$ cat config.mk
export PLATFORM = sky130hd
export DESIGN_NAME = pst_trip_logic
export DESIGN_NICKNAME = d
export VERILOG_FILES = /design/src/rtl/pst_pkg.sv /design/src/rtl/pst_cur_cond.sv /design/src/rtl/pst_trip_logic.sv
export SDC_FILE = /design/constraint.sdc
export NUM_CORES = 1
export LEC_CHECK = 0
export BUFFER_PORTS_ARGS = -buffer_cell sky130_fd_sc_hd__buf_2
export CORE_MARGIN = 2
export CORE_UTILIZATION = 50
export DETAILED_ROUTE_END_ITERATION = 8
export GPL_ROUTABILITY_DRIVEN = 0
export PLACE_DENSITY = 0.78
export SLEW_MARGIN = 10
export SYNTH_ARGS = -nofsm -noshare
export SYNTH_HDL_FRONTEND = slang
export SYNTH_SLANG_ARGS = --single-unit
export TNS_END_PERCENT = 30
$ cat constraint.sdc
create_clock -name clk_sys -period 2.95 [get_ports clk_sys]
set_input_delay 0.1475 -clock clk_sys [delete_from_list [all_inputs] [get_ports clk_sys]]
set_output_delay 0.1475 -clock clk_sys [all_outputs]
set_load 0.005 [all_outputs]
$ cat src/rtl/pst_pkg.sv
// Package with constants for the pole-slip trip decision block.
package pst_pkg;
  localparam int unsigned CLK_HZ = 40000000;
  localparam int unsigned MS_CYCLES = CLK_HZ / 1000;
  localparam logic [15:0] MS_CYCLES_W = 16'(MS_CYCLES);
  localparam logic [13:0] PULSE_MS_MIN = 14'h0032;
  localparam logic [13:0] PULSE_MS_MAX = 14'h2710;
  localparam logic [13:0] PULSE_MS_DEFAULT = 14'h0096;
  localparam logic [7:0] LIMIT_PCT_MIN = 8'h32;
  localparam logic [7:0] LIMIT_PCT_MAX = 8'hc8;
  localparam logic [7:0] LIMIT_PCT_DEFAULT = 8'h78;
  localparam int unsigned CUR_W = 16;
  localparam logic [2:0] NEG_SEQ_FACTOR = 3'h6;
  localparam logic [0:0] ENABLE_DEFAULT = 1'h0;
  localparam int unsigned REG_CTRL = 32'h00;
  localparam int unsigned REG_PULSE = 32'h04;
  localparam int unsigned REG_LIMIT = 32'h08;
  localparam int unsigned REG_STATE = 32'h0c;
  localparam int unsigned REG_IRQ_STATUS = 32'h10;
  localparam int unsigned REG_IRQ_MASK = 32'h14;
  localparam int unsigned IRQ_START_ON = 0;
  localparam int unsigned IRQ_START_OFF = 1;
  localparam int unsigned IRQ_TRIP_ON = 2;
  localparam int unsigned IRQ_TRIP_OFF = 3;
  typedef enum logic [0:0] {PST_IDLE, PST_PULSE} pst_state_type;
endpackage

$ cat src/rtl/pst_cur_cond.sv
// Current-condition stage for one phase.
`timescale 1ns/1ps
`default_nettype none
module pst_cur_cond (
  input wire logic clk_sys,
  input wire logic rst_n,
  input wire logic [pst_pkg::CUR_W-1:0] pos_seq_pct,
  input wire logic [pst_pkg::CUR_W-1:0] neg_seq_pct,
  input wire logic [7:0] pos_seq_current_limit,
  output logic current_ok
);
  import pst_pkg::*;
  wire logic pos_ok;
  wire logic neg_ok;
  wire logic [CUR_W+2:0] neg_scaled;
  assign pos_ok = pos_seq_pct > {8'h00, pos_seq_current_limit};
  assign neg_scaled = {3'h0, neg_seq_pct} * {16'h0000, NEG_SEQ_FACTOR};
  assign neg_ok = neg_scaled < {11'h000, pos_seq_current_limit};
  always_ff @(posedge clk_sys or negedge rst_n) begin
    if (!rst_n) begin
      current_ok <= 1'b0;
    end else begin
      current_ok <= pos_ok && neg_ok;
    end
  end
endmodule
`default_nettype wire

$ cat src/rtl/pst_trip_logic.sv
// Pole-slip trip decision with current qualification and register slave.
//
// Overview of operation
// - One pole-slip flag per phase-to-phase loop says the loop finished the set slip count.
// - A trip is decided only while at least two of the three loop flags are set together.
// - No trip is decided while blocked or while the function is disabled.
// - The enable setting is off or on, resets to off, and off disables everything.
// - The trip is a pulse whose length is the duration setting, 50 to 10000 ms, default 150.
// - While the block input is high the function does not operate.
// - Current is sufficient only when positive sequence exceeds the limit, 50 to 200, default 120.
// - Negative sequence must also be below one sixth of the limit.
// - Each phase has its own sufficiency flag feeding the trip logic.
// - Start and trip outputs exist and their on and off changes are reported as events.
//
// Local design decisions: register access over Avalon-MM and the placing of the registers.
`timescale 1ns/1ps
`default_nettype none
module pst_trip_logic (
  input wire logic clk_sys,
  input wire logic rst_n,
  input wire logic slip_flag_loop_a,
  input wire logic slip_flag_loop_b,
  input wire logic slip_flag_loop_c,
  input wire logic block_input,
  input wire logic [pst_pkg::CUR_W-1:0] pos_seq_a,
  input wire logic [pst_pkg::CUR_W-1:0] pos_seq_b,
  input wire logic [pst_pkg::CUR_W-1:0] pos_seq_c,
  input wire logic [pst_pkg::CUR_W-1:0] neg_seq_a,
  input wire logic [pst_pkg::CUR_W-1:0] neg_seq_b,
  input wire logic [pst_pkg::CUR_W-1:0] neg_seq_c,
  input wire logic [4:0] avs_address,
  input wire logic avs_read,
  input wire logic avs_write,
  input wire logic [31:0] avs_writedata,
  input wire logic [3:0] avs_byteenable,
  output logic [31:0] avs_readdata,
  output logic avs_waitrequest,
  output logic start_indication,
  output logic trip_command,
  output logic irq
);
  import pst_pkg::*;
  logic enable;
  logic [13:0] pulse_ms;
  logic [7:0] limit_pct;
  logic [3:0] irq_status;
  logic [3:0] irq_mask;
  logic [2:0] current_ok;
  logic vote_q;
  logic start_q;
  logic trip_q;
  logic [15:0] ms_div;
  logic [13:0] ms_count;
  logic acc_done;
  pst_state_type state;
  pst_state_type next_state;

  pst_cur_cond u_cond_a (.clk_sys(clk_sys), .rst_n(rst_n), .pos_seq_pct(pos_seq_a),
    .neg_seq_pct(neg_seq_a), .pos_seq_current_limit(limit_pct), .current_ok(current_ok[0]));
  pst_cur_cond u_cond_b (.clk_sys(clk_sys), .rst_n(rst_n), .pos_seq_pct(pos_seq_b),
    .neg_seq_pct(neg_seq_b), .pos_seq_current_limit(limit_pct), .current_ok(current_ok[1]));
  pst_cur_cond u_cond_c (.clk_sys(clk_sys), .rst_n(rst_n), .pos_seq_pct(pos_seq_c),
    .neg_seq_pct(neg_seq_c), .pos_seq_current_limit(limit_pct), .current_ok(current_ok[2]));

  // Loop a spans phases a,b; loop b spans b,c; loop c spans c,a.
  wire logic loop_a_ok;
  wire logic loop_b_ok;
  wire logic loop_c_ok;
  wire logic active;
  wire logic vote;
  wire logic vote_rise;
  wire logic next_start;
  wire logic ms_tick;
  wire logic pulse_end;
  assign loop_a_ok = slip_flag_loop_a && current_ok[0] && current_ok[1];
  assign loop_b_ok = slip_flag_loop_b && current_ok[1] && current_ok[2];
  assign loop_c_ok = slip_flag_loop_c && current_ok[2] && current_ok[0];
  assign active = enable && !block_input;
  assign vote = active && ((loop_a_ok && loop_b_ok) || (loop_b_ok && loop_c_ok)
    || (loop_c_ok && loop_a_ok));
  assign vote_rise = vote && !vote_q;
  assign next_start = active && (loop_a_ok || loop_b_ok || loop_c_ok);
  assign ms_tick = (ms_div == MS_CYCLES_W - 16'h0001);
  assign pulse_end = ms_tick && (ms_count == pulse_ms - 14'h0001);

  always_comb begin
    next_state = state;
    case (state)
      PST_IDLE: begin
        if (vote_rise) begin
          next_state = PST_PULSE;
        end
      end
      PST_PULSE: begin
        if (pulse_end || !active) begin
          next_state = PST_IDLE;
        end
      end
      default: begin
        next_state = PST_IDLE;
      end
    endcase
  end

  always_ff @(posedge clk_sys or negedge rst_n) begin
    if (!rst_n) begin
      state <= PST_IDLE;
      vote_q <= 1'b0;
      start_q <= 1'b0;
      trip_q <= 1'b0;
    end else begin
      state <= next_state;
      vote_q <= vote;
      start_q <= next_start;
      trip_q <= (next_state == PST_PULSE);
    end
  end

  // Millisecond divider and counter run only during the pulse.
  always_ff @(posedge clk_sys or negedge rst_n) begin
    if (!rst_n) begin
      ms_div <= 16'h0000;
      ms_count <= 14'h0000;
    end else if (state != PST_PULSE) begin
      ms_div <= 16'h0000;
      ms_count <= 14'h0000;
    end else if (ms_tick) begin
      ms_div <= 16'h0000;
      ms_count <= ms_count + 14'h0001;
    end else begin
      ms_div <= ms_div + 16'h0001;
    end
  end

  assign start_indication = start_q;
  assign trip_command = trip_q;

  // Register slave: one wait cycle per access.
  wire logic [6:0] byte_addr;
  wire logic acc;
  wire logic wr_go;
  wire logic pulse_lo;
  wire logic pulse_hi;
  wire logic limit_lo;
  wire logic limit_hi;
  wire logic wr_ctrl;
  wire logic wr_pulse;
  wire logic wr_limit;
  wire logic wr_status;
  wire logic wr_mask;
  wire logic [13:0] pulse_wr;
  wire logic [7:0] limit_wr;
  wire logic [3:0] events;
  wire logic [31:0] read_mux;
  assign byte_addr = {avs_address, 2'b00};
  assign acc = (avs_read || avs_write) && !acc_done;
  // A write lands on the edge at which the master sees waitrequest low.
  assign wr_go = avs_write && !avs_waitrequest;
  assign wr_ctrl = wr_go && byte_addr == 7'(REG_CTRL) && avs_byteenable[0];
  assign wr_pulse = wr_go && byte_addr == 7'(REG_PULSE) && (&avs_byteenable[1:0]);
  assign wr_limit = wr_go && byte_addr == 7'(REG_LIMIT) && avs_byteenable[0];
  assign wr_status = wr_go && byte_addr == 7'(REG_IRQ_STATUS) && avs_byteenable[0];
  assign wr_mask = wr_go && byte_addr == 7'(REG_IRQ_MASK) && avs_byteenable[0];
  // Out-of-range settings are clamped on the full written word, not a truncated one.
  assign pulse_lo = avs_writedata < 32'(PULSE_MS_MIN);
  assign pulse_hi = avs_writedata > 32'(PULSE_MS_MAX);
  assign limit_lo = avs_writedata < 32'(LIMIT_PCT_MIN);
  assign limit_hi = avs_writedata > 32'(LIMIT_PCT_MAX);
  assign pulse_wr = pulse_lo ? PULSE_MS_MIN :
    (pulse_hi ? PULSE_MS_MAX : avs_writedata[13:0]);
  assign limit_wr = limit_lo ? LIMIT_PCT_MIN :
    (limit_hi ? LIMIT_PCT_MAX : avs_writedata[7:0]);
  assign events = {(state == PST_PULSE) && (next_state != PST_PULSE),
    vote_rise && state == PST_IDLE, start_q && !next_start, !start_q && next_start};
  assign read_mux = byte_addr == 7'(REG_CTRL) ? {31'h0, enable} :
    byte_addr == 7'(REG_PULSE) ? {18'h0, pulse_ms} :
    byte_addr == 7'(REG_LIMIT) ? {24'h0, limit_pct} :
    byte_addr == 7'(REG_STATE) ? {24'h0, current_ok, slip_flag_loop_c, slip_flag_loop_b,
      slip_flag_loop_a, trip_q, start_q} :
    byte_addr == 7'(REG_IRQ_STATUS) ? {28'h0, irq_status} :
    byte_addr == 7'(REG_IRQ_MASK) ? {28'h0, irq_mask} : 32'h0000_0000;

  always_ff @(posedge clk_sys or negedge rst_n) begin
    if (!rst_n) begin
      enable <= ENABLE_DEFAULT[0];
      pulse_ms <= PULSE_MS_DEFAULT;
      limit_pct <= LIMIT_PCT_DEFAULT;
      irq_mask <= 4'h0;
    end else begin
      if (wr_ctrl) begin
        enable <= avs_writedata[0];
      end
      if (wr_pulse) begin
        pulse_ms <= pulse_wr;
      end
      if (wr_limit) begin
        limit_pct <= limit_wr;
      end
      if (wr_mask) begin
        irq_mask <= avs_writedata[3:0];
      end
    end
  end

  // Event bits are sticky; a new event wins over a write-one clear.
  always_ff @(posedge clk_sys or negedge rst_n) begin
    if (!rst_n) begin
      irq_status <= 4'h0;
      irq <= 1'b0;
    end else begin
      irq_status <= (irq_status & ~(wr_status ? avs_writedata[3:0] : 4'h0)) | events;
      irq <= |(((irq_status & ~(wr_status ? avs_writedata[3:0] : 4'h0)) | events) & irq_mask);
    end
  end

  always_ff @(posedge clk_sys or negedge rst_n) begin
    if (!rst_n) begin
      acc_done <= 1'b0;
      avs_readdata <= 32'h0000_0000;
      avs_waitrequest <= 1'b1;
    end else begin
      acc_done <= acc;
      avs_waitrequest <= !acc;
      if (acc && avs_read) begin
        avs_readdata <= read_mux;
      end
    end
  end
endmodule
`default_nettype wire

==> flow_metrics.tcl <==
set metrics [dict create \
    syn-cell-area_sq_mm 0.00784 \
    synth_area_leaders "dfrtp_1 24%, ha_1 16%, nor2_1 4.6%" \
    cts_tree "built" \
    finish.utilization 0.610 \
    cp_data_arrival_time_ps 3040 \
    h-tree-depth 3 \
    insertion_delay_ps 350 \
    syn_inst 932 \
    yosys.area.top_type "dfrtp_1" \
    fillers 1396 \
    drv_slew 0 \
    ctsResizeCount 0 \
    crit_fanout 3 \
    irDropWorstVdd_v 0.000229 \
    place.detailed.hpwl_mm 15.7 \
    drt_wl_total_mm 19.9 \
    leakagePower_nw 4.33 \
    first_pass_iters 5 \
    synth_most_common_cell "ha_1" \
    vias 7455 \
    rsz0062_at_grt "yes" \
    synth.top_cells.by_count "99 x ha_1, 95 x nor2_1, 81 x nand2_1" \
    maxSlewHeadroom 0.306 \
    async_flop_share 1.00 \
    port_buffers 160 \
    violations "hold timing" \
    clk_pin_slew_worst_paths_ps 60 \
    synthFlopType "dfrtp_1" \
    cts_hold_buf 0 \
    die_area_sq_mm 0.0167 \
    grt_pass1_wl_mm 32.6 \
    clock_path_buffers 2 \
    drtAntennaViolNets 0 \
    die_h_um 129 \
    drt-initial-drc-count 416 \
    grt_use_total 0.241 \
    path_class "input pin to flop" \
    worstPathRequired_ps 3210 \
    synth_seq_cells 84 \
    max_freq_mhz 359 \
    avgSynthCellArea_sq_um 8.41 \
    grt_pass1_vias 6893 \
    clock-sinks 84 \
    post_drt_wl_per_cell_um 15.0 \
    fin_crit_sh 0.944 \
    die_w_um 129 \
    startpoint "neg_seq_c[3]" \
    num_rows 45 \
    power.density_mw_per_mm2 363 \
    status "finished with violations" \
    hold_viol 28 \
    grt_max_degree 85 \
    post_cts.repair.setup_buffers 0 \
    min_period_ps 2780 \
    via_per_inst 5.64 \
    core_area_sq_mm 0.0153 \
    min_path_type "input pin to async pin" \
    worstSetupStartpointType "input pin" \
    maxCapViolCount 0 \
    final_layout_size_suffix_gt1_frac 0.213 \
    synth-edff-count 0 \
    final-setup-viol-count 0 \
    ys_warn_count 0 \
    cp-end-kind "flop" \
    worst-slew-pin-transition_ps 1040 \
    root_buffer "clkbuf_16" \
    pin_count 181 \
    fin_nets 1351 \
    start_util 0.513 \
    antenna_found_initial 1 \
    syn2layout_area_growth_pct 18.9 \
    yosysTopAreaCellShare 0.240 \
    hold_ws_ps -29.9 \
    numCtsBuffers 9 \
    r2r_start "limit_pct[3]$_DFFE_PN1P_" \
    skew_ps 5.71 \
    total_power_w 0.00338 \
    overflow 0 \
    yosysSeqAreaShare 0.270 \
    drc 0 \
    synth_cell_types 76 \
]
## power by group
part	leakage [nW]	switching [W]	total, W	internal [W]
Sequential	1.13	0.0000264	0.00121	0.00118
Combinational	3.04	0.000505	0.000935	0.000430
Clock	0.162	0.000475	0.00124	0.000764
Total	4.33	0.00101	0.00338	0.00238
## layout make-up
type                    count  area [sq um]  area share
clock buffers              10           239      0.0257
repair buffers            182           968       0.104
clock inverters             6          87.6     0.00940
inverters                  44           165      0.0177
diodes                      1          2.50    0.000269
multi-input cells         783          5480       0.588
well taps                 211           264      0.0283
flip-flops and latches     84          2110       0.227
## kinds of logic after synthesis
family	synth area share
buffers and inverters	0.0481
other	0.000479
AOI/OAI and AO/OA	0.206
muxes	0.0187
adders and majority gates	0.166
xor gates and xnor gates	0.0682
DFF	0.270
and+or+nand+nor	0.223
## state kept, by name, indices dropped and copies added (netlist names), 4 cells and up
register / flops
irq_status: 4
ms_div: 16
avs_readdata: 14
pulse_ms: 14
limit_pct: 8
irq_mask: 4
ms_count: 14
## worst max-delay path, stage by stage
cell	delay, ps
buf_2	140
ha_4	240
and3_4	170
a221o_1	330
nor2_1	120
xnor2_1	80
ha_2	170
nor2_2	90
o221a_2	160
o211ai_1	80
a311o_1	280
or4_1	400
a2111o_1	400
nor4b_2	240
## cell usage in the layout, fill, tap and decap left out, types with 8 or more instances in the layout
cell type / instances
nor4_1: 15
nand3_1: 21
a21oi_1: 56
o21ai_0: 65
buf_2: 159
nor2_1: 94
nand4_1: 16
nor2b_1: 20
nand2b_1: 13
o211ai_1: 8
dfstp_2: 9
nor3_1: 27
inv_1: 44
a21o_1: 9
buf_4: 23
dfrtp_1: 75
mux2i_1: 9
conb_1: 18
nand2_1: 81
and3_1: 13
o21bai_1: 8
xnor2_1: 35
clkbuf_16: 9
ha_1: 94
a22o_1: 15
o21a_1: 14
or3_1: 8
o31ai_1: 9
xor2_1: 26
## routing by layer
layer,vias to the layer above,GRT usage,wire length [um]
li1,3726,-,-
met1,3470,0.320,8850
met2,229,0.405,9470
met3,30,0.0334,1120
met4,0,0.0812,430
met5,-,0,0
## path summary, 6_finish.rpt
kind / endpoint / slack (ps) / cells past startpoint
min in group clk_sys: pulse_ms[4]$_DFFE_PN1P_ / 40 / 3
worst max-delay path: u_cond_c.current_ok$_DFF_PN0_ / 170 / 14
worst min register to register: avs_waitrequest$_DFF_PN1_ / 470 / 1
worst min-delay path: ms_div[12]$_DFF_PN0_ / -30 / 1
worst max register to register: u_cond_c.current_ok$_DFF_PN0_ / 200 / 9
max in group asynchronous: ms_count[9]$_DFFE_PN0P_ / 2290 / 1
## per-stage QoR
| stage | instance area [sq um] | cells | setup TNS [ps] | worst slack (ps) |
|---|---|---|---|---|
| 4_1_cts | 9290 | 1320 | 0 | 159 |
| 3_5_place_dp | 8960 | 1304 | -200 | -200 |
| 5_1_grt | 9310 | 1320 | -3.06 | -3.06 |
| 6_report | 9320 | 1321 | 0 | 166 |
| 2_1_floorplan | 7940 | 949 | 0 | 57.0 |
| 3_3_place_gp | 8960 | 1304 | -165 | -165 |
Power figures use the tool's default switching activity.
